### src/verilog/frc_cfg.svh
// constants for the row change and block erase command state machine
`ifndef FRC_CFG_SVH
`define FRC_CFG_SVH

// register byte offsets on the wishbone slave
`define FRC_OFS_CTRL      8'h00
`define FRC_OFS_STATUS    8'h04
`define FRC_OFS_RETURN    8'h08
`define FRC_OFS_ROWADDR   8'h0c

// control register fields
`define FRC_CTRL_STATOUT  0
`define FRC_CTRL_ENHCLR   1

// status register fields
`define FRC_ST_STATE_LSB  0
`define FRC_ST_CMD_LSB    12
`define FRC_ST_UNIT_LSB   20
`define FRC_ST_ENH        22
`define FRC_ST_RB         23

// reset values
`define FRC_RST_CMD       8'h00
`define FRC_RST_STATOUT   1'b0

// address layout: row cycles per row address, unit index position
`define FRC_ROW_CYCLES    2'd3
`define FRC_ROW_W         24
`define FRC_UNIT_W        2
`define FRC_UNIT_LSB      22

// command cycle codes
`define FRC_CMD_READ      8'h00
`define FRC_CMD_ERASE     8'h60
`define FRC_CMD_STATUS    8'h70
`define FRC_CMD_ENHSTAT   8'h78
`define FRC_CMD_ERASE_GO  8'hd0
`define FRC_CMD_ERASE_ILV 8'hd1

`endif

### src/verilog/frc_pkg.sv
// types shared by the row change and block erase command state machine
package frc_pkg;

  // one-hot controller states
  typedef enum logic [11:0] {
    ST_IDLE        = 12'h001,
    ST_COL_WAIT    = 12'h002,  // program_column_change_wait
    ST_ROW_WAIT    = 12'h004,  // program_row_change_wait
    ST_ROW_STORE   = 12'h008,  // program_row_addr_store
    ST_ROW_REQ     = 12'h010,  // program_row_change_request
    ST_DOUT_WAIT   = 12'h020,  // program_data_out_wait
    ST_ER_EXEC     = 12'h040,  // erase_execute
    ST_ER_STORE    = 12'h080,  // erase_addr_store
    ST_ER_UNIT     = 12'h100,  // erase_unit_execute
    ST_ER_CONFIRM  = 12'h200,  // erase_confirm_wait
    ST_ER_PASS     = 12'h400,  // erase_command_pass
    ST_ER_ILV      = 12'h800   // erase_interleave_wait
  } frc_state_t;

  // states outside this block that a hand-off names
  typedef enum logic [3:0] {
    EX_NONE        = 4'h0,
    EX_IDLE        = 4'h1,
    EX_PROG_DATA   = 4'h2,  // program_data_wait
    EX_PROG_ILV    = 4'h3,  // program_interleave_wait
    EX_STATUS_OUT  = 4'h4,  // status output
    EX_UNIT_DATA   = 4'h5,  // idle_unit_data_output
    EX_READ_STAT   = 4'h6,  // read_status_execute
    EX_ENH_STAT    = 4'h7,  // enhanced_status_execute
    EX_READ_EXEC   = 4'h8,
    EX_COL_OTHER   = 4'h9   // column change wait left by data or command
  } frc_exit_t;

endpackage : frc_pkg

### src/verilog/frc_reg_if.sv
// carrier between the command controller and its register bank
`timescale 1ns/10ps
`include "frc_cfg.svh"
interface frc_reg_if;
  frc_pkg::frc_state_t     state;           // current controller state
  frc_pkg::frc_state_t     saved_return_state;
  logic [7:0]              last_command_code;
  logic [`FRC_UNIT_W-1:0]  selected_unit_index;
  logic                    enhanced_status_required;
  logic                    rb_level;        // filtered ready/busy level
  logic [`FRC_ROW_W-1:0]   row_addr;
  logic                    status_output_flag;
  logic                    enh_clr;         // one-cycle clear request

  modport core (
    output state, saved_return_state, last_command_code, selected_unit_index,
    output enhanced_status_required, rb_level, row_addr,
    input  status_output_flag, enh_clr
  );
  modport regs (
    input  state, saved_return_state, last_command_code, selected_unit_index,
    input  enhanced_status_required, rb_level, row_addr,
    output status_output_flag, enh_clr
  );
endinterface : frc_reg_if

### src/verilog/frc_regs.sv
// classic wishbone register bank of the command controller
`timescale 1ns/10ps
`include "frc_cfg.svh"
module frc_regs (
  input  wire logic        ref_clk,
  input  wire logic        resetn,
  input  wire logic        wb_cyc_i,
  input  wire logic        wb_stb_i,
  input  wire logic        wb_we_i,
  input  wire logic [7:0]  wb_adr_i,
  input  wire logic [3:0]  wb_sel_i,
  input  wire logic [31:0] wb_dat_i,
  output logic      [31:0] wb_dat_o,
  output logic             wb_ack_o,
  frc_reg_if.regs          rif
);

  logic        statout_r;  // status output flag, software owned
  logic        enh_clr_r;  // clear pulse toward the core
  logic [31:0] rdata_nxt;  // read mux
  logic        take;       // request taken this edge

  // one answer per request: ack rises a cycle after strobe, drops next
  assign take = wb_cyc_i & wb_stb_i & ~wb_ack_o;

  // read mux; unmapped offsets read as zero and still ack
  always_comb begin
    rdata_nxt = 32'h0000_0000;
    case (wb_adr_i)
      `FRC_OFS_CTRL:    rdata_nxt[`FRC_CTRL_STATOUT] = statout_r;
      `FRC_OFS_STATUS: begin
        rdata_nxt[`FRC_ST_STATE_LSB +: 12]        = rif.state;
        rdata_nxt[`FRC_ST_CMD_LSB +: 8]           = rif.last_command_code;
        rdata_nxt[`FRC_ST_UNIT_LSB +: `FRC_UNIT_W] = rif.selected_unit_index;
        rdata_nxt[`FRC_ST_ENH]                    = rif.enhanced_status_required;
        rdata_nxt[`FRC_ST_RB]                     = rif.rb_level;
      end
      `FRC_OFS_RETURN:  rdata_nxt[11:0] = rif.saved_return_state;
      `FRC_OFS_ROWADDR: rdata_nxt[`FRC_ROW_W-1:0] = rif.row_addr;
      default:          rdata_nxt = 32'h0000_0000;
    endcase
  end

  // bus answer registers
  always_ff @(posedge ref_clk or negedge resetn) begin
    if (!resetn) begin
      wb_ack_o <= 1'b0;
      wb_dat_o <= 32'h0000_0000;
    end else begin
      wb_ack_o <= take;
      if (take && !wb_we_i) wb_dat_o <= rdata_nxt;
    end
  end

  // control writes; byte lane 0 carries both control bits
  always_ff @(posedge ref_clk or negedge resetn) begin
    if (!resetn) begin
      statout_r <= `FRC_RST_STATOUT;
      enh_clr_r <= 1'b0;
    end else begin
      enh_clr_r <= 1'b0;
      if (take && wb_we_i && wb_sel_i[0] && wb_adr_i == `FRC_OFS_CTRL) begin
        statout_r <= wb_dat_i[`FRC_CTRL_STATOUT];
        enh_clr_r <= wb_dat_i[`FRC_CTRL_ENHCLR];
      end
    end
  end

  assign rif.status_output_flag = statout_r;
  assign rif.enh_clr            = enh_clr_r;

endmodule : frc_regs

### src/verilog/frc_ctrl.sv
// row change, data-out wait and block erase command state machine
// Notes on behaviour
// column change wait: address starts row change
// row change wait: address cycle goes to store
// store row cycles, loop until all arrived
// ask selected unit to adopt row, then wait
// host keeps unit and interleave address unchanged
// data-out wait records itself as return state
// read request: status output or unit data
// 70h, 78h, 00h; other command to interleave
// host sends 78h then 00h before data
// erase entry records 60h, waits for row
// erase entry flags enhanced status when busy
// store erase row cycles, loop until complete
// select unit named by row address
// hand erase with row to unit, confirm
// wait for d0h or d1h confirm command
// pass confirm; d1h interleave wait, d0h idle
// interleave erase wait records return state
// 60h in interleave wait starts next erase
// 70h read status, 78h enhanced status
// read with status output goes status output
//
// The Wishbone register port and the placing of the registers were left to the implementer.
`timescale 1ns/10ps
`include "frc_cfg.svh"
module frc_ctrl (
  input  wire logic                  ref_clk,
  input  wire logic                  resetn,
  // host cycles, decoded by same-clock logic
  input  wire logic                  host_cmd_valid,
  input  wire logic                  host_addr_valid,
  input  wire logic                  host_data_valid,
  input  wire logic                  host_read_req,
  input  wire logic [7:0]            host_byte,
  // entries from the rest of the target controller
  input  wire logic                  enter_col_wait,
  input  wire logic                  enter_dout_wait,
  // ready/busy pin level, asynchronous
  input  wire logic                  rb_pin,
  // requests toward the logical units
  output logic                       unit_row_change_req,
  output logic                       unit_erase_req,
  output logic                       unit_cmd_pass,
  output logic [7:0]                 unit_cmd,
  output logic [`FRC_UNIT_W-1:0]     unit_sel,
  output logic [`FRC_ROW_W-1:0]      unit_row_addr,
  // hand-off to states kept elsewhere
  output logic                       exit_valid,
  output logic [3:0]                 exit_code,
  output logic                       busy,
  // wishbone slave
  input  wire logic                  wb_cyc_i,
  input  wire logic                  wb_stb_i,
  input  wire logic                  wb_we_i,
  input  wire logic [7:0]            wb_adr_i,
  input  wire logic [3:0]            wb_sel_i,
  input  wire logic [31:0]           wb_dat_i,
  output logic      [31:0]           wb_dat_o,
  output logic                       wb_ack_o
);

  frc_reg_if rif ();
  frc_pkg::frc_state_t     state_r;        // current state
  frc_pkg::frc_state_t     state_nxt;      // next state
  frc_pkg::frc_state_t     ret_r;          // saved_return_state
  logic [7:0]              cmd_last_r;     // last_command_code
  logic [`FRC_UNIT_W-1:0]  unit_r;         // selected_unit_index
  logic                    enh_req_r;      // enhanced_status_required
  logic [`FRC_ROW_W-1:0]   row_r;          // row address being gathered
  logic [7:0]              byte_r;         // address byte awaiting store
  logic [1:0]              cyc_cnt_r;      // row cycles stored so far
  logic                    rb_s1, rb_s2, rb_s3; // pin synchroniser
  logic                    rb_lvl_r;       // accepted ready/busy level
  logic                    exit_nxt;       // hand-off this cycle
  frc_pkg::frc_exit_t      exit_code_nxt;  // hand-off target
  logic                    statout;        // status_output_flag

  assign statout = rif.status_output_flag;

  // true when the next store completes the row address
  function automatic logic last_row_cycle(input logic [1:0] cnt);
    last_row_cycle = (cnt == (`FRC_ROW_CYCLES - 2'd1));
  endfunction : last_row_cycle

  // place one address byte into the row at its cycle position
  function automatic logic [`FRC_ROW_W-1:0] put_byte(
    input logic [`FRC_ROW_W-1:0] row,
    input logic [1:0]            cnt,
    input logic [7:0]            b
  );
    logic [`FRC_ROW_W-1:0] r;
    r = row;
    case (cnt)
      2'd0:    r[7:0]   = b;
      2'd1:    r[15:8]  = b;
      default: r[23:16] = b;
    endcase
    put_byte = r;
  endfunction : put_byte

  // pin sync: a change counts only once stages two and three agree
  always_ff @(posedge ref_clk or negedge resetn) begin
    if (!resetn) begin
      rb_s1    <= 1'b1;
      rb_s2    <= 1'b1;
      rb_s3    <= 1'b1;
      rb_lvl_r <= 1'b1;
    end else begin
      rb_s1 <= rb_pin;
      rb_s2 <= rb_s1;
      rb_s3 <= rb_s2;
      if (rb_s2 == rb_s3) rb_lvl_r <= rb_s3;
    end
  end

  // next state and hand-off decode; one host event per cycle assumed,
  // commands are looked at before reads; in the column wait an address goes first
  always_comb begin
    state_nxt     = state_r;
    exit_nxt      = 1'b0;
    exit_code_nxt = frc_pkg::EX_NONE;
    case (state_r)
      frc_pkg::ST_IDLE: begin
        if (enter_col_wait) begin
          state_nxt = frc_pkg::ST_COL_WAIT;
        end else if (enter_dout_wait) begin
          state_nxt = frc_pkg::ST_DOUT_WAIT;
        end else if (host_cmd_valid && host_byte == `FRC_CMD_ERASE) begin
          state_nxt = frc_pkg::ST_ER_EXEC;
        end
      end
      frc_pkg::ST_COL_WAIT: begin
        if (host_addr_valid) begin
          state_nxt = frc_pkg::ST_ROW_STORE;
        end else if (host_cmd_valid || host_data_valid) begin
          // other exits of this wait belong to the column change logic
          state_nxt     = frc_pkg::ST_IDLE;
          exit_nxt      = 1'b1;
          exit_code_nxt = frc_pkg::EX_COL_OTHER;
        end
      end
      frc_pkg::ST_ROW_WAIT: begin
        if (host_addr_valid) state_nxt = frc_pkg::ST_ROW_STORE;
      end
      frc_pkg::ST_ROW_STORE: begin
        if (last_row_cycle(cyc_cnt_r)) state_nxt = frc_pkg::ST_ROW_REQ;
        else                           state_nxt = frc_pkg::ST_ROW_WAIT;
      end
      frc_pkg::ST_ROW_REQ: begin
        // unconditional move on to the program data wait
        state_nxt     = frc_pkg::ST_IDLE;
        exit_nxt      = 1'b1;
        exit_code_nxt = frc_pkg::EX_PROG_DATA;
      end
      frc_pkg::ST_DOUT_WAIT: begin
        exit_nxt  = 1'b1;
        state_nxt = frc_pkg::ST_IDLE;
        if (host_cmd_valid) begin
          case (host_byte)
            `FRC_CMD_STATUS:  exit_code_nxt = frc_pkg::EX_READ_STAT;
            `FRC_CMD_ENHSTAT: exit_code_nxt = frc_pkg::EX_ENH_STAT;
            `FRC_CMD_READ:    exit_code_nxt = frc_pkg::EX_READ_EXEC;
            default:          exit_code_nxt = frc_pkg::EX_PROG_ILV;
          endcase
        end else if (host_read_req && statout) begin
          exit_code_nxt = frc_pkg::EX_STATUS_OUT;
        end else if (host_read_req && !enh_req_r) begin
          exit_code_nxt = frc_pkg::EX_UNIT_DATA;
        end else begin
          // a unit data read while the enhanced status is owed is held off here
          exit_nxt  = 1'b0;
          state_nxt = frc_pkg::ST_DOUT_WAIT;
        end
      end
      frc_pkg::ST_ER_EXEC: begin
        if (host_addr_valid) state_nxt = frc_pkg::ST_ER_STORE;
      end
      frc_pkg::ST_ER_STORE: begin
        if (last_row_cycle(cyc_cnt_r)) state_nxt = frc_pkg::ST_ER_UNIT;
        else                           state_nxt = frc_pkg::ST_ER_EXEC;
      end
      frc_pkg::ST_ER_UNIT: begin
        state_nxt = frc_pkg::ST_ER_CONFIRM;
      end
      frc_pkg::ST_ER_CONFIRM: begin
        // anything but the two confirm codes is ignored
        if (host_cmd_valid && (host_byte == `FRC_CMD_ERASE_GO ||
                               host_byte == `FRC_CMD_ERASE_ILV)) begin
          state_nxt = frc_pkg::ST_ER_PASS;
        end
      end
      frc_pkg::ST_ER_PASS: begin
        if (cmd_last_r == `FRC_CMD_ERASE_ILV) begin
          state_nxt = frc_pkg::ST_ER_ILV;
        end else begin
          state_nxt     = frc_pkg::ST_IDLE;
          exit_nxt      = 1'b1;
          exit_code_nxt = frc_pkg::EX_IDLE;
        end
      end
      frc_pkg::ST_ER_ILV: begin
        if (host_cmd_valid && host_byte == `FRC_CMD_ERASE) begin
          state_nxt = frc_pkg::ST_ER_EXEC;
        end else if (host_cmd_valid && host_byte == `FRC_CMD_STATUS) begin
          state_nxt     = frc_pkg::ST_IDLE;
          exit_nxt      = 1'b1;
          exit_code_nxt = frc_pkg::EX_READ_STAT;
        end else if (host_cmd_valid && host_byte == `FRC_CMD_ENHSTAT) begin
          state_nxt     = frc_pkg::ST_IDLE;
          exit_nxt      = 1'b1;
          exit_code_nxt = frc_pkg::EX_ENH_STAT;
        end else if (!host_cmd_valid && host_read_req && statout) begin
          state_nxt     = frc_pkg::ST_IDLE;
          exit_nxt      = 1'b1;
          exit_code_nxt = frc_pkg::EX_STATUS_OUT;
        end
      end
      default: begin
        state_nxt = frc_pkg::ST_IDLE;
      end
    endcase
  end

  // state register
  always_ff @(posedge ref_clk or negedge resetn) begin
    if (!resetn) state_r <= frc_pkg::ST_IDLE;
    else         state_r <= state_nxt;
  end

  // hand-off pulse, registered so that it is glitch free
  always_ff @(posedge ref_clk or negedge resetn) begin
    if (!resetn) begin
      exit_valid <= 1'b0;
      exit_code  <= 4'h0;
    end else begin
      exit_valid <= exit_nxt;
      exit_code  <= exit_code_nxt;
    end
  end

  // return state is written while the wait state is occupied
  always_ff @(posedge ref_clk or negedge resetn) begin
    if (!resetn) begin
      ret_r <= frc_pkg::ST_IDLE;
    end else if (state_r == frc_pkg::ST_DOUT_WAIT) begin
      ret_r <= frc_pkg::ST_DOUT_WAIT;
    end else if (state_r == frc_pkg::ST_ER_ILV) begin
      ret_r <= frc_pkg::ST_ER_ILV;
    end
  end

  // last command: 60h on entering erase, confirm code when accepted
  always_ff @(posedge ref_clk or negedge resetn) begin
    if (!resetn) begin
      cmd_last_r <= `FRC_RST_CMD;
    end else if (state_nxt == frc_pkg::ST_ER_EXEC && state_r != frc_pkg::ST_ER_STORE) begin
      cmd_last_r <= `FRC_CMD_ERASE;
    end else if (state_nxt == frc_pkg::ST_ER_PASS) begin
      cmd_last_r <= host_byte;
    end
  end

  // enhanced status owed: set on erase entry while busy; the set wins
  // over a software clear arriving in the same cycle
  always_ff @(posedge ref_clk or negedge resetn) begin
    if (!resetn) begin
      enh_req_r <= 1'b0;
    end else if (state_nxt == frc_pkg::ST_ER_EXEC && !rb_lvl_r) begin
      enh_req_r <= 1'b1;
    end else if (rif.enh_clr) begin
      enh_req_r <= 1'b0;
    end
  end

  // row address gathering; the count restarts at each new sequence
  always_ff @(posedge ref_clk or negedge resetn) begin
    if (!resetn) begin
      byte_r    <= 8'h00;
      row_r     <= 24'h00_0000;
      cyc_cnt_r <= 2'd0;
    end else begin
      if (host_addr_valid) byte_r <= host_byte;
      if (state_r == frc_pkg::ST_ROW_STORE || state_r == frc_pkg::ST_ER_STORE) begin
        row_r     <= put_byte(row_r, cyc_cnt_r, byte_r);
        cyc_cnt_r <= last_row_cycle(cyc_cnt_r) ? 2'd0 : cyc_cnt_r + 2'd1;
      end else if (state_r == frc_pkg::ST_IDLE || state_r == frc_pkg::ST_ER_ILV) begin
        cyc_cnt_r <= 2'd0;
      end
    end
  end

  // unit selection from the erase row; a program row change keeps it,
  // relying on the host not to move unit or interleave address
  always_ff @(posedge ref_clk or negedge resetn) begin
    if (!resetn) begin
      unit_r <= 2'd0;
    end else if (state_r == frc_pkg::ST_ER_UNIT) begin
      unit_r <= row_r[`FRC_UNIT_LSB +: `FRC_UNIT_W];
    end
  end

  // requests to the units, one cycle each, from flip-flops
  always_ff @(posedge ref_clk or negedge resetn) begin
    if (!resetn) begin
      unit_row_change_req <= 1'b0;
      unit_erase_req      <= 1'b0;
      unit_cmd_pass       <= 1'b0;
      unit_cmd            <= 8'h00;
      unit_row_addr       <= 24'h00_0000;
    end else begin
      unit_row_change_req <= (state_r == frc_pkg::ST_ROW_REQ);
      unit_erase_req      <= (state_r == frc_pkg::ST_ER_UNIT);
      unit_cmd_pass       <= (state_r == frc_pkg::ST_ER_PASS);
      if (state_r == frc_pkg::ST_ER_PASS) unit_cmd <= cmd_last_r;
      if (state_r == frc_pkg::ST_ROW_REQ || state_r == frc_pkg::ST_ER_UNIT) begin
        unit_row_addr <= row_r;
      end
    end
  end

  // the unit port shows the unit picked by the last erase
  assign unit_sel = (state_r == frc_pkg::ST_ER_UNIT) ?
                    row_r[`FRC_UNIT_LSB +: `FRC_UNIT_W] : unit_r;
  assign busy     = (state_r != frc_pkg::ST_IDLE);

  // state seen by software
  assign rif.state                    = state_r;
  assign rif.saved_return_state       = ret_r;
  assign rif.last_command_code        = cmd_last_r;
  assign rif.selected_unit_index      = unit_r;
  assign rif.enhanced_status_required = enh_req_r;
  assign rif.rb_level                 = rb_lvl_r;
  assign rif.row_addr                 = row_r;

  // register bank on the wishbone bus
  frc_regs u_regs (
    .ref_clk  (ref_clk),
    .resetn   (resetn),
    .wb_cyc_i (wb_cyc_i),
    .wb_stb_i (wb_stb_i),
    .wb_we_i  (wb_we_i),
    .wb_adr_i (wb_adr_i),
    .wb_sel_i (wb_sel_i),
    .wb_dat_i (wb_dat_i),
    .wb_dat_o (wb_dat_o),
    .wb_ack_o (wb_ack_o),
    .rif      (rif.regs)
  );

endmodule : frc_ctrl

### config.mk
export PLATFORM = sky130hd
export DESIGN_NAME = frc_ctrl
export DESIGN_NICKNAME = d
export VERILOG_FILES = /design/src/verilog/frc_pkg.sv /design/src/verilog/frc_reg_if.sv /design/src/verilog/frc_regs.sv /design/src/verilog/frc_ctrl.sv
export VERILOG_INCLUDE_DIRS = /design/src /design/src/verilog
export SDC_FILE = /design/constraint.sdc
export NUM_CORES = 1
export LEC_CHECK = 0
export ABC_AREA = 1
export BUFFER_PORTS_ARGS = -buffer_cell sky130_fd_sc_hd__buf_2
export CAP_MARGIN = 20
export CORE_MARGIN = 2
export CORE_UTILIZATION = 31
export DETAILED_ROUTE_END_ITERATION = 8
export HOLD_SLACK_MARGIN = 0.08
export PLACE_DENSITY_LB_ADDON = 0.2
export SYNTH_ARGS = -nofsm -noshare
export SYNTH_HDL_FRONTEND = slang
export SYNTH_HIERARCHICAL = 1
export SYNTH_SLANG_ARGS = --single-unit
### constraint.sdc
create_clock -name ref_clk -period 2.35 [get_ports ref_clk]
set_clock_uncertainty 0.05 [all_clocks]
set_input_delay 0.235 -clock ref_clk [delete_from_list [all_inputs] [get_ports ref_clk]]
set_output_delay 0.235 -clock ref_clk [all_outputs]
set_load 0.02 [all_outputs]
Word level (Yosys, flattened, before mapping)
Cells that the tools add are included.
W data, S select, Z words.
- input bits: 64
- word-level logic and storage cells: 148
- output and inout port bits: 76
- flip-flop bits (word level): 140
- bitwise operators: 4
- equality and inequality tests: 28
- add/sub/neg operators: 1
- reductions and logical operators: 34
- multiplexer cells: 56
- operator list (cell ; count):
    $mux W12 ; 15
    $pmux W12 S11 ; 1
    $pmux W11 S3 ; 1
    $eq A12 B11 Y1 const B ; 2
    $eq A12 B7 Y1 const B ; 2
    $eq A8 B7 Y1 const B ; 3
    $eq A8 B8 Y1 const B ; 3
    $pmux W12 S2 ; 1
    $pmux W4 S5 ; 1
    $mux W3 ; 6
    $mux W6 ; 3
    $eq A8 B4 Y1 const B ; 2
    $logic_not A8 Y1 ; 2
    $mux W8 ; 2
    $logic_and A1 B1 Y1 ; 14
    $mux W1 ; 14
    $eq A12 B1 Y1 const B ; 1
    $eq A12 B10 Y1 const B ; 1
    $eq A12 B12 Y1 const B ; 1
    $eq A12 B2 Y1 const B ; 1
    $eq A12 B3 Y1 const B ; 1
    $eq A12 B4 Y1 const B ; 1
    $eq A12 B5 Y1 const B ; 1
    $eq A12 B6 Y1 const B ; 1
    other kinds (24) ; 43

Depth between registers and ports, before layout
Gate-level depths: netlist of the first run.
- depth after elaboration: 11
- depth in mapped cells: 11
- mapped depth without buffers: 11

Hierarchy
The synthesis of the first run kept the hierarchy.
- by module, submodules not included (module ; instances ; area an instance (sq um) ; seq. area each (sq um) ; cells each):
    frc_ctrl ; 1 ; 4705.8 ; 2610.0 ; 474
    frc_regs ; 1 ; 1634.1 ; 675.6 ; 215

Worst setup path after synthesis of the first run
OpenSTA, ideal clock, no wires.
- path type: reg-to-reg
- start: reg state_r[5], in the netlist rif.state[5]
- end: reg unit_row_addr[10]
- slack: 0.667 ns
- required time: 2.175 ns
- period minus slack after synthesis: 1.683 ns
- stages on the path, launching flop included: 8
- data arrival time: 1.508 ns
- setup time: 0.125 ns
- path buffers: 1
- cell sequence: dfrtp_1 nor2_1 nand2_2 nor2_8 nand4_4 nand2_4 buf_12 mux2_4
- cells in the longest elaborated chain, start to end: 2
- elaborated cells on any way between the ends: 3
- classes of those cells: 2 x eq/ne; 1 x reduce/logical
- RTL lines (what ; line ; RTL):
    start, declared ; frc_ctrl.sv:64 ; frc_pkg::frc_state_t state_r;
    start signal, assigned ; frc_ctrl.sv:227 ; if (!resetn) state_r <= frc_pkg::ST_IDLE;
    start signal, assigned ; frc_ctrl.sv:228 ; else state_r <= state_nxt;
    $eq A12 B5 Y1 or $eq A12 B9 Y1 (tied branches) ; frc_ctrl.sv:316 ; if (state_r == frc_pkg::ST_ROW_REQ || state_r == frc_pkg::ST_ER_UNIT) begin
    $logic_or A1 B1 Y1 * ; frc_ctrl.sv:316 ;
    end signal, assigned ; frc_ctrl.sv:317 ; unit_row_addr <= row_r;
    end, declared ; frc_ctrl.sv:47 ; output logic [`FRC_ROW_W-1:0] unit_row_addr,
Every way passes the cells marked *; elsewhere a longest branch is shown, timed or not.
A chain may end at the register's enable or synchronous reset.

Worst setup path in the final report of the first run
- start: reg state_r[7], in the netlist rif.state[7]
- end: out unit_sel[1]
- cells in the longest elaborated chain, start to end: 2
- RTL lines (what ; line ; RTL):
    $eq A12 B9 Y1 ; frc_ctrl.sv:323 ; assign unit_sel = (state_r == frc_pkg::ST_ER_UNIT) ?
    $mux W2 ; - ;
    end, declared ; frc_ctrl.sv:46 ; output logic [`FRC_UNIT_W-1:0] unit_sel,
No other way between the ends.

==> results.py, run 1 <==
metrics = {
    "finish": {
        "area_growth_syn_to_layout_pct": 24.6,
        "layout-drive-gt1-share_pct": 27.5,
        "ff_latch_area_sq_um": 3290,
        "num-fill-cells": 2056,
        "multi_input_area_sq_um": 2590,
        "insertedDiodeCount": 0,
        "final_nets": 884,
    },
    "global_route": {
        "first_global_vias": 4869,
        "grt_antenna_before_repair": 0,
        "grt_first_pass_wirelength_um": 27500,
        "grt_overflow_total": 0,
        "track_usage_pct": 16.6,
        "grt_max_degree": 48,
    },
    "setup_path": {
        "worst-path-max-fanout": 5,
        "cp_data_required_time_ps": 2070,
        "element_type_at_the_critical_path_start": "flop",
        "critical_path.top_delay_family": "simple AND/OR/NAND/NOR gates",
        "timing_worst_setup_path_type": "reg -> out",
        "cp_slowest_cell": "sky130_fd_sc_hd__dfrtp_1",
        "reg2reg_slack_ps": 320,
        "critical-path-max-stage-delay_ps": 430,
        "crit_path_dat_ps": 1890,
        "worst_path_most_repeated_cell": "sky130_fd_sc_hd__nand2_1",
        "worstPathCellList": "nor2_4, nand2_2, nor2_8, nand4_4, inv_4, nand2_1, nand2_1, buf_2",
        "worst_setup_path_end_kind": "output port",
        "worst_path_bufs_invs": 2,
    },
    "worst_hold_path": {
        "holdCritPathClass": "in -> reg",
    },
    "placement": {
        "finalWeightedCongestion": 0.871,
        "dp_hpwl_um": 12600,
        "io_buffer_count": 98,
        "post-place-ws_ps": 411,
    },
    "clocking": {
        "cts.clk_slew.worst_paths_ps": 60,
        "cts_sinks": 131,
        "tritoncts": "done",
        "cts_max_path_buffers": 2,
        "tritoncts.num_buffers": 17,
        "clk_root_buffer_cell": "sky130_fd_sc_hd__clkbuf_16",
        "cts_max_level": 4,
        "clk_latency_ps": 420,
    },
    "timing": {
        "unrepaired_setup_endpoints_after_global_routing": "no",
        "slew_violations": 0,
        "timing.final.hold_violations": 0,
        "max_clock_freq_mhz": 460,
        "min_period_over_period_pct": 92.6,
        "timing.slew.headroom_pct": 62.6,
        "report.final.setup_viol": 0,
        "fin_crit_ps": 2180,
        "smallest_setup_slack_after_layout_ps": 175,
        "tightest_slew_ps": 560,
        "totalNegativeSetupSlack_ps": 0,
    },
    "pwr": {
        "pwr-share-clk_pct": 44.8,
        "cellPowerDensity_nw_per_um2": 816,
        "power.leakage_uw": 0.00409,
        "power_switching_share_pct": 28.1,
        "power.sequential.fraction_pct": 40.3,
        "irDropWorstVdd_v": 0.000503,
        "p_switching_uw": 1810,
        "combinationalPowerShare_pct": 14.9,
        "cellInternalPower_uw": 4630,
    },
    "floorplanning": {
        "ioPinCount": 140,
        "rows": 52,
        "chipHeight_um": 147,
        "die_w_um": 147,
        "coreArea_sq_um": 20200,
        "area_of_the_die_sq_um": 21600,
        "starting_density_of_the_core_pct": 31.4,
    },
    "synth": {
        "yosys_warnings": 6,
        "yosys.cell_types.count": 41,
        "synth.cell_area_sq_um": 6340,
        "ys_async_sr_fraction_pct": 100,
        "post-synth-top-area-cell": "sky130_fd_sc_hd__dfrtp_1",
        "synthesis.instances": 689,
        "dominantRegCellSynth": "sky130_fd_sc_hd__dfrtp_1",
        "synth_edf_count": 0,
        "share_of_the_yosys_chip_area_belonging_to_registers_pct": 51.8,
        "synthDominantCellAreaShare_pct": 49.3,
        "post_synth_main_area_contributors": "sky130_fd_sc_hd__dfrtp_1, sky130_fd_sc_hd__nand2_1, sky130_fd_sc_hd__nand3_1",
        "average_instance_area_after_synthesis_sq_um": 9.20,
        "number_of_storage_elements_in_the_synthesis_netlist": 131,
    },
    "route": {
        "detailedRoute.firstPassIterationCount": 5,
        "detailroute.via_count": 5034,
        "ant_nets": 0,
        "post_drt_wl_per_cell_um": 15.7,
        "remaining_drc_errors": 0,
        "detailed_route_iter0_violations": 323,
        "routed_wirelength_um": 17300,
        "via_per_inst": 4.57,
    },
    "flow_run": {
        "max_cap_violations": 0,
    },
    "run_status": {
        "status": "finished clean",
    },
}
==> stage by stage <==
step	utilization (%)	instance area (sq um)	hold slack, ps	total power (uW)	cells
after CTS	39.1	7880	96.8	6510	1101
after global placement	35.1	7090	161	3570	1054
final	39.2	7900	116	6440	1102
after global routing	39.2	7900	119	6730	1102
after detailed placement	35.1	7090	160	3570	1054
after floorplan	-	6400	-111	3230	704
==> worst min-delay path: cells and delay by family <==
| family | cells | cell delay [ps] |
|---|---|---|
| buffers and inverters | 1 | 100 |
| AND/OR/NAND/NOR | 1 | 120 |
| AO/OA/AOI/OAI | 1 | 90 |
==> registers in the layout, summed over array words and instances (netlist names), 2 cells and up <==
register,flops
rif.row_addr,24
cyc_cnt_r,2
rif.state,12
rif.selected_unit_index,2
byte_r,8
u_regs/wb_dat_o,24
exit_code,4
unit_row_addr,24
unit_cmd,8
cmd_last_r,8
ret_r,3
==> layout make-up <==
cell class | instances | area share, %
clock buffer | 18 | 5.43
clock inverter | 13 | 2.61
inverter | 69 | 3.31
multi-input combinational | 473 | 32.8
sequential | 131 | 41.6
tap | 270 | 4.27
timing repair buffer | 128 | 9.96
==> placed cells by master (no fill, tap or decap), types with 3 or more instances in the layout <==
cell type / instances
sky130_fd_sc_hd__nand2_1: 164
sky130_fd_sc_hd__dfrtp_1: 124
sky130_fd_sc_hd__buf_2: 97
sky130_fd_sc_hd__nand3_1: 91
sky130_fd_sc_hd__inv_1: 61
sky130_fd_sc_hd__nor2_1: 57
sky130_fd_sc_hd__o21ai_0: 22
sky130_fd_sc_hd__mux2_4: 20
sky130_fd_sc_hd__clkbuf_16: 17
sky130_fd_sc_hd__conb_1: 17
sky130_fd_sc_hd__o21ai_2: 16
sky130_fd_sc_hd__dlygate4sd3_1: 16
sky130_fd_sc_hd__buf_4: 12
sky130_fd_sc_hd__a31oi_1: 12
sky130_fd_sc_hd__nand2_2: 10
sky130_fd_sc_hd__o21ai_1: 10
sky130_fd_sc_hd__nand4_1: 7
sky130_fd_sc_hd__nor3_1: 7
sky130_fd_sc_hd__nor2_4: 6
sky130_fd_sc_hd__inv_2: 6
sky130_fd_sc_hd__dfstp_2: 6
sky130_fd_sc_hd__nor2_2: 5
sky130_fd_sc_hd__bufinv_16: 5
sky130_fd_sc_hd__mux2_2: 4
sky130_fd_sc_hd__nand2_4: 3
sky130_fd_sc_hd__nor2_8: 3
sky130_fd_sc_hd__a21oi_1: 3
sky130_fd_sc_hd__clkinv_2: 3
==> logic make-up after synthesis <==
logic type / count (synthesis) / share of synthesized area, %
buffers and inverters: 100 / 8.27
multiplexers: 24 / 5.45
adder cells (fa/ha/maj): 1 / 0.158
other: 2 / 0.118
AND/OR/NAND/NOR: 360 / 27.0
flip-flops: 131 / 51.8
AO/OA/AOI/OAI: 71 / 7.14
==> synth_stat cells, types with 2 or more instances <==
cell / instances
sky130_fd_sc_hd__o21ai_1: 10
sky130_fd_sc_hd__nor2_4: 5
sky130_fd_sc_hd__nand4_1: 7
sky130_fd_sc_hd__buf_12: 2
sky130_fd_sc_hd__nor2_8: 3
sky130_fd_sc_hd__a22oi_1: 2
sky130_fd_sc_hd__inv_1: 62
sky130_fd_sc_hd__nor3_1: 7
sky130_fd_sc_hd__nor2_1: 58
sky130_fd_sc_hd__conb_1: 2
sky130_fd_sc_hd__nand2_2: 10
sky130_fd_sc_hd__dfstp_2: 6
sky130_fd_sc_hd__o21ai_2: 16
sky130_fd_sc_hd__o31ai_1: 2
sky130_fd_sc_hd__nand3_1: 91
sky130_fd_sc_hd__inv_2: 6
sky130_fd_sc_hd__buf_4: 11
sky130_fd_sc_hd__nand2_4: 3
sky130_fd_sc_hd__buf_6: 9
sky130_fd_sc_hd__o21ai_0: 22
sky130_fd_sc_hd__clkbuf_1: 3
sky130_fd_sc_hd__nor2_2: 5
sky130_fd_sc_hd__a21oi_1: 3
sky130_fd_sc_hd__dfrtp_1: 125
sky130_fd_sc_hd__nand3_4: 2
sky130_fd_sc_hd__nand2_1: 164
sky130_fd_sc_hd__a31oi_1: 12
sky130_fd_sc_hd__mux2_2: 4
sky130_fd_sc_hd__buf_2: 6
sky130_fd_sc_hd__mux2_4: 20
==> metal layers <==
layer  global-route usage (%)  vias to the layer above  share of wire (%)  routed length [um]
met5                        0                        -                  0                   0
met4                     4.18                        0               0.50                  87
met3                     3.39                        5                4.1                 710
met2                     25.3                      133                 45                7750
met1                     24.4                     2406                 51                8760
li1                         -                     2490                  -                   -
==> power by group through the flow <==
stage	Combinational, uW	Clock, uW	Sequential [uW]
detailed placement	938	0	2630
finish	962	2880	2600
floorplan	600	0	2630
global route	1070	3040	2620
CTS	961	2950	2600
global placement	937	0	2630
==> worst paths after layout <==
check,cells after the start,end,start
max,8,unit_sel[1],rif.state[7]
min,3,u_regs/rif.status_output_flag,wb_sel_i[0]
max reg2reg,8,unit_row_addr[2],rif.state[7]
min reg2reg,0,rb_s2,rb_s1
max in group asynchronous,3,ret_r[0],resetn
min in group asynchronous,2,unit_row_addr[12],resetn
==> what timing repair did <==
item                                    4_1_cts  5_1_grt
endpoints found under the setup margin        2        2
pin swaps                                     0        0
hold endpoints to repair                     59        0
setup buffers                                 0        1
resized for setup                             1        4
hold buffers                                 16        0
(Power assumes the default switching activity.)
==> inputs of run 2 (changes only) <==
--- a/config.mk
+++ b/config.mk
@@ -9,6 +9,8 @@
 export ABC_AREA = 1
 export BUFFER_PORTS_ARGS = -buffer_cell sky130_fd_sc_hd__buf_2
 export CAP_MARGIN = 20
+export CELL_PAD_IN_SITES_DETAIL_PLACEMENT = 1
+export CELL_PAD_IN_SITES_GLOBAL_PLACEMENT = 1
 export CORE_MARGIN = 2
 export CORE_UTILIZATION = 31
 export DETAILED_ROUTE_END_ITERATION = 8
==> constraint.sdc (replaced) <==
create_clock -name ref_clk -period 2.8 [get_ports ref_clk]
set_clock_uncertainty 0.05 [all_clocks]
set_input_delay 0.28 -clock ref_clk [delete_from_list [all_inputs] [get_ports ref_clk]]
set_output_delay 0.28 -clock ref_clk [all_outputs]
set_load 0.02 [all_outputs]
==> results.py, run 2 (synthesis results as in run 1) <==
metrics = {
    "clocking": {
        "clk_latency_ps": 420,
        "cts_sinks": 131,
        "cts_max_path_buffers": 2,
        "cts_max_level": 4,
        "cts.clk_slew.worst_paths_ps": 60,
        "tritoncts.num_buffers": 17,
        "clk_root_buffer_cell": "sky130_fd_sc_hd__clkbuf_16",
        "tritoncts": "done",
        "post_cts_resize_count": 0,
    },
    "route": {
        "detailedRoute.firstPassIterationCount": 4,
        "routed_wirelength_um": 18900,
        "ant_nets": 0,
        "detailroute.via_count": 5146,
        "detailed_route_iter0_violations": 294,
        "post_drt_wl_per_cell_um": 17.4,
        "remaining_drc_errors": 0,
        "via_per_inst": 4.73,
    },
    "finish": {
        "insertedDiodeCount": 0,
        "area_growth_syn_to_layout_pct": 21.1,
        "final_area_sq_um": 7680,
        "layout-drive-gt1-share_pct": 26.8,
        "highest_count_cells_in_the_layout_ignoring_fill_and_taps": "sky130_fd_sc_hd__nand2_1, sky130_fd_sc_hd__dfrtp_1, sky130_fd_sc_hd__buf_2",
        "layout_commonest_cell": "sky130_fd_sc_hd__nand2_1",
        "final_nets": 868,
    },
    "timing": {
        "slew_violations": 0,
        "smallest_setup_slack_after_layout_ps": 409,
        "timing.slew.headroom_pct": 51.2,
        "unrepaired_setup_endpoints_after_global_routing": "no",
        "min_period_over_period_pct": 85.4,
        "report.final.setup_viol": 0,
        "timing.final.hold_violations": 0,
        "max_clock_freq_mhz": 418,
        "tightest_slew_ps": 730,
        "fin_crit_ps": 2390,
        "totalNegativeSetupSlack_ps": 0,
    },
    "setup_path": {
        "timing_worst_setup_path_type": "reg -> out",
        "element_type_at_the_critical_path_start": "flop",
        "worst_path_most_repeated_cell": "sky130_fd_sc_hd__nand2_1",
        "worst-path-max-fanout": 5,
        "critical-path-max-stage-delay_ps": 420,
        "worst_setup_path_end_kind": "output port",
        "worstPathCellList": "nor2_1, nand2_2, nor2_8, nand4_4, inv_1, nand2_1, nand2_1, buf_2",
        "crit_path_dat_ps": 2060,
        "cp_data_required_time_ps": 2470,
        "worst_path_bufs_invs": 2,
        "cp_slowest_cell": "sky130_fd_sc_hd__dfrtp_1",
        "critical_path.top_delay_family": "simple AND/OR/NAND/NOR gates",
    },
    "global_route": {
        "grt_overflow_total": 0,
        "track_usage_pct": 18.4,
        "grt_first_pass_wirelength_um": 30800,
        "first_global_vias": 5563,
        "grt_antenna_before_repair": 0,
        "grt_max_degree": 74,
    },
    "placement": {
        "dp_hpwl_um": 14100,
        "post-place-ws_ps": 712,
        "io_buffer_count": 98,
        "postPlaceCellArea_sq_um": 7000,
        "finalWeightedCongestion": 0.845,
    },
    "floorplanning": {
        "rows": 52,
        "area_of_the_die_sq_um": 21600,
        "chipHeight_um": 147,
        "coreArea_sq_um": 20200,
        "ioPinCount": 140,
        "starting_density_of_the_core_pct": 31.4,
        "die_w_um": 147,
    },
    "run_status": {
        "status": "finished clean",
    },
    "pwr": {
        "cellPowerDensity_nw_per_um2": 676,
        "irDropWorstVdd_v": 0.000454,
        "power.leakage_uw": 0.00397,
    },
    "worst_hold_path": {
        "holdCritPathClass": "in -> reg",
    },
    "flow_run": {
        "max_cap_violations": 0,
    },
}
[run 2: changes by cell type in the layout (fill, tap and decap cells not counted), sizes merged]
cell / delta
buf: -9
inv: +2
bufinv: -4
clkinv: -2
clkbuf: +2
clkinvlp: +3
dlygate4sd3: -7
[run 2: stage by stage]
step                utilization (%)  hold slack, ps  power, uW  std cells
finish                         38.1            90.4       5190       1087
global route                   38.1             101       5430       1087
detailed placement             34.7             298       3010       1046
CTS                            38.1            81.5       5250       1087
floorplan                         -           -65.6       2710        704
global placement               34.7             297       2990       1046
[run 2: worst register-to-register path, cell delays in order, from the launching register on]
cell and delay [ps]:
sky130_fd_sc_hd__dfrtp_1 420, sky130_fd_sc_hd__nor2_1 180, sky130_fd_sc_hd__nand2_2 160, sky130_fd_sc_hd__nor2_8 180, sky130_fd_sc_hd__nand4_2 390, sky130_fd_sc_hd__inv_2 270, sky130_fd_sc_hd__o21ai_1 190, sky130_fd_sc_hd__nand2_1 100
sky130_fd_sc_hd__nor2_1 40, sky130_fd_sc_hd__nand3_1 60
[run 2: timing repair]
| item | CTS | global route |
|---|---|---|
| hold endpoints to repair | 76 | 0 |
| hold buffers | 9 | 0 |
| setup buffers | 0 | 0 |
[run 2: per-layer routing]
layer	global-route usage, %	routed length, um	vias up
met1	25.5	9070	2546
met3	3.39	709	27
met5	0	0	-
li1	-	-	2458
met2	29.5	8840	115
met4	5.77	319	0
[run 2: area by class of cell]
class,instances,area (sq um)
tap,270,338
clock inverter,12,120
sequential,131,3290
multi-input combinational,473,2590
timing repair buffer,112,624
inverter,69,259
fill,2374,12500
clock buffer,20,467
[run 2: path summary, 6_finish.rpt]
check	start	endpoint	slack (ps)	depth (start not counted)
worst max-delay path	rif.state[5]	unit_sel[0]	410	8
worst min-delay path	host_byte[7]	byte_r[7]	90	3
worst max register to register	rif.state[5]	rif.state[0]	710	9
worst min register to register	rb_s1	rb_s2	310	0
max in group asynchronous	resetn	rb_lvl_r	1520	3
min in group asynchronous	resetn	u_regs/wb_dat_o[4]	370	2
[run 2: report_power, final]
part	switching [uW]	total, uW	internal (uW)
Combinational	551	806	255
Sequential	131	2170	2040
Clock	909	2210	1310
Total	1590	5190	3600
==> inputs of run 3 (changes only) <==
--- a/config.mk
+++ b/config.mk
@@ -10,9 +10,10 @@
 export BUFFER_PORTS_ARGS = -buffer_cell sky130_fd_sc_hd__buf_2
 export CAP_MARGIN = 20
 export CELL_PAD_IN_SITES_DETAIL_PLACEMENT = 1
-export CELL_PAD_IN_SITES_GLOBAL_PLACEMENT = 1
+export CELL_PAD_IN_SITES_GLOBAL_PLACEMENT = 2
 export CORE_MARGIN = 2
 export CORE_UTILIZATION = 31
+export CTS_CLUSTER_SIZE = 30
 export DETAILED_ROUTE_END_ITERATION = 8
 export HOLD_SLACK_MARGIN = 0.08
 export PLACE_DENSITY_LB_ADDON = 0.2
==> results.py, run 3 (synthesis results as in run 1) <==
metrics = {
    "global_route": {
        "grt_max_degree": 77,
        "grt_overflow_total": 0,
        "first_global_vias": 5443,
        "track_usage_pct": 18.5,
        "grt_first_pass_wirelength_um": 30900,
        "grt_antenna_before_repair": 1,
    },
    "setup_path": {
        "worst_setup_path_end_kind": "output port",
        "timing_worst_setup_path_type": "reg -> out",
        "element_type_at_the_critical_path_start": "flop",
        "cp_data_required_time_ps": 2470,
        "worst-path-max-fanout": 5,
        "crit_path_dat_ps": 2040,
    },
    "timing": {
        "totalNegativeSetupSlack_ps": 0,
        "timing.slew.headroom_pct": 49.3,
        "fin_crit_ps": 2370,
        "slew_violations": 0,
        "unrepaired_setup_endpoints_after_global_routing": "no",
        "report.final.setup_viol": 0,
        "max_clock_freq_mhz": 421,
        "tightest_slew_ps": 761,
        "timing.final.hold_violations": 0,
        "timing.hold.ws_ps": 126,
        "min_period_over_period_pct": 84.8,
    },
    "pwr": {
        "report.power.total_uw": 5270,
        "irDropWorstVdd_v": 0.000412,
        "cellPowerDensity_nw_per_um2": 684,
        "power.leakage_uw": 0.00399,
    },
    "flow_run": {
        "max_cap_violations": 0,
    },
    "clocking": {
        "cts_max_path_buffers": 2,
        "clk_latency_ps": 420,
        "cts.repair_timing.setup_buffer_count": 0,
        "tritoncts.num_buffers": 17,
        "tritoncts": "done",
        "clk_root_buffer_cell": "sky130_fd_sc_hd__clkbuf_16",
        "cts_sinks": 131,
        "cts_max_level": 4,
        "cts.clk_slew.worst_paths_ps": 60,
    },
    "floorplanning": {
        "ioPinCount": 140,
        "chipHeight_um": 147,
        "coreArea_sq_um": 20200,
        "starting_density_of_the_core_pct": 31.4,
        "rows": 52,
        "area_of_the_die_sq_um": 21600,
        "die_w_um": 147,
    },
    "route": {
        "detailroute.via_count": 5061,
        "via_per_inst": 4.65,
        "post_drt_wl_per_cell_um": 17.4,
        "detailedRoute.firstPassIterationCount": 4,
        "routed_wirelength_um": 19000,
        "remaining_drc_errors": 0,
        "detailed_route_iter0_violations": 275,
        "ant_nets": 0,
    },
    "finish": {
        "num-fill-cells": 2374,
        "insertedDiodeCount": 0,
        "highest_count_cells_in_the_layout_ignoring_fill_and_taps": "sky130_fd_sc_hd__nand2_1, sky130_fd_sc_hd__dfrtp_1, sky130_fd_sc_hd__buf_2",
        "final_cells": 1089,
        "multi_input_area_sq_um": 2590,
        "layout-drive-gt1-share_pct": 26.6,
        "final_nets": 870,
        "ff_latch_area_sq_um": 3290,
        "area_growth_syn_to_layout_pct": 21.7,
        "layout_commonest_cell": "sky130_fd_sc_hd__nand2_1",
    },
    "worst_hold_path": {
        "holdCritPathClass": "in -> reg",
    },
    "placement": {
        "io_buffer_count": 98,
        "placed_cells_incl_taps": 1047,
        "finalWeightedCongestion": 0.857,
        "dp_hpwl_um": 14200,
    },
    "run_status": {
        "status": "finished clean",
    },
}
run 3: layout make-up:
class	count	area share [%]
sequential	131	42.6
multi-input combinational	473	33.5
timing repair buffer	114	8.32
clock buffer	20	5.79
tap	270	4.38
inverter	69	3.36
clock inverter	12	2.03
run 3: final timing paths:
check | start | end | slack [ps] | cells after the start
min in group asynchronous | resetn | u_regs/wb_dat_o[7] | 410 | 2
worst max register to register | rif.state[6] | unit_row_addr[1] | 730 | 6
worst min register to register | rb_s1 | rb_s2 | 310 | 0
worst max-delay path | rif.state[6] | unit_sel[1] | 430 | 8
max in group asynchronous | resetn | rif.state[0] | 1510 | 3
worst min-delay path | host_byte[2] | byte_r[2] | 130 | 3
run 3: through the flow:
step                      worst slack (ps)  instance area, sq um  util [%]
after floorplan                       1120                  6400         -
after global routing                   243                  7710      38.2
final                                  427                  7710      38.2
after CTS                              368                  7710      38.2
after detailed placement               718                  7010      34.8
after global placement                 771                  7010      34.8
run 3: what timing repair did:
action	in CTS	in global routing
hold buffers	10	0
endpoints found under the hold margin	75	0
resized for setup	0	0
run 3: worst max-delay path, stage by stage (launching register included):
cell	delay, ps
sky130_fd_sc_hd__dfrtp_1	470
sky130_fd_sc_hd__nor2_4	150
sky130_fd_sc_hd__nand2_2	140
sky130_fd_sc_hd__nor2_8	180
sky130_fd_sc_hd__nand4_4	150
sky130_fd_sc_hd__inv_1	210
sky130_fd_sc_hd__nand2_1	80
sky130_fd_sc_hd__nand2_1	80
sky130_fd_sc_hd__buf_2	160
run 3: per-layer routing:
metal | global-route usage (%) | vias to the layer above | share of wire (%)
met5 | 0 | - | 0
met4 | 5.14 | 0 | 1.3
met3 | 3.32 | 20 | 3.8
met2 | 28.9 | 105 | 46
met1 | 26.6 | 2475 | 49
li1 | - | 2461 | -
run 3: power by group:
part,switching (uW),internal (uW),leakage (uW)
Sequential,125,2040,0.00172
Clock,876,1430,0.000283
Combinational,547,256,0.00199
Total,1550,3720,0.00399
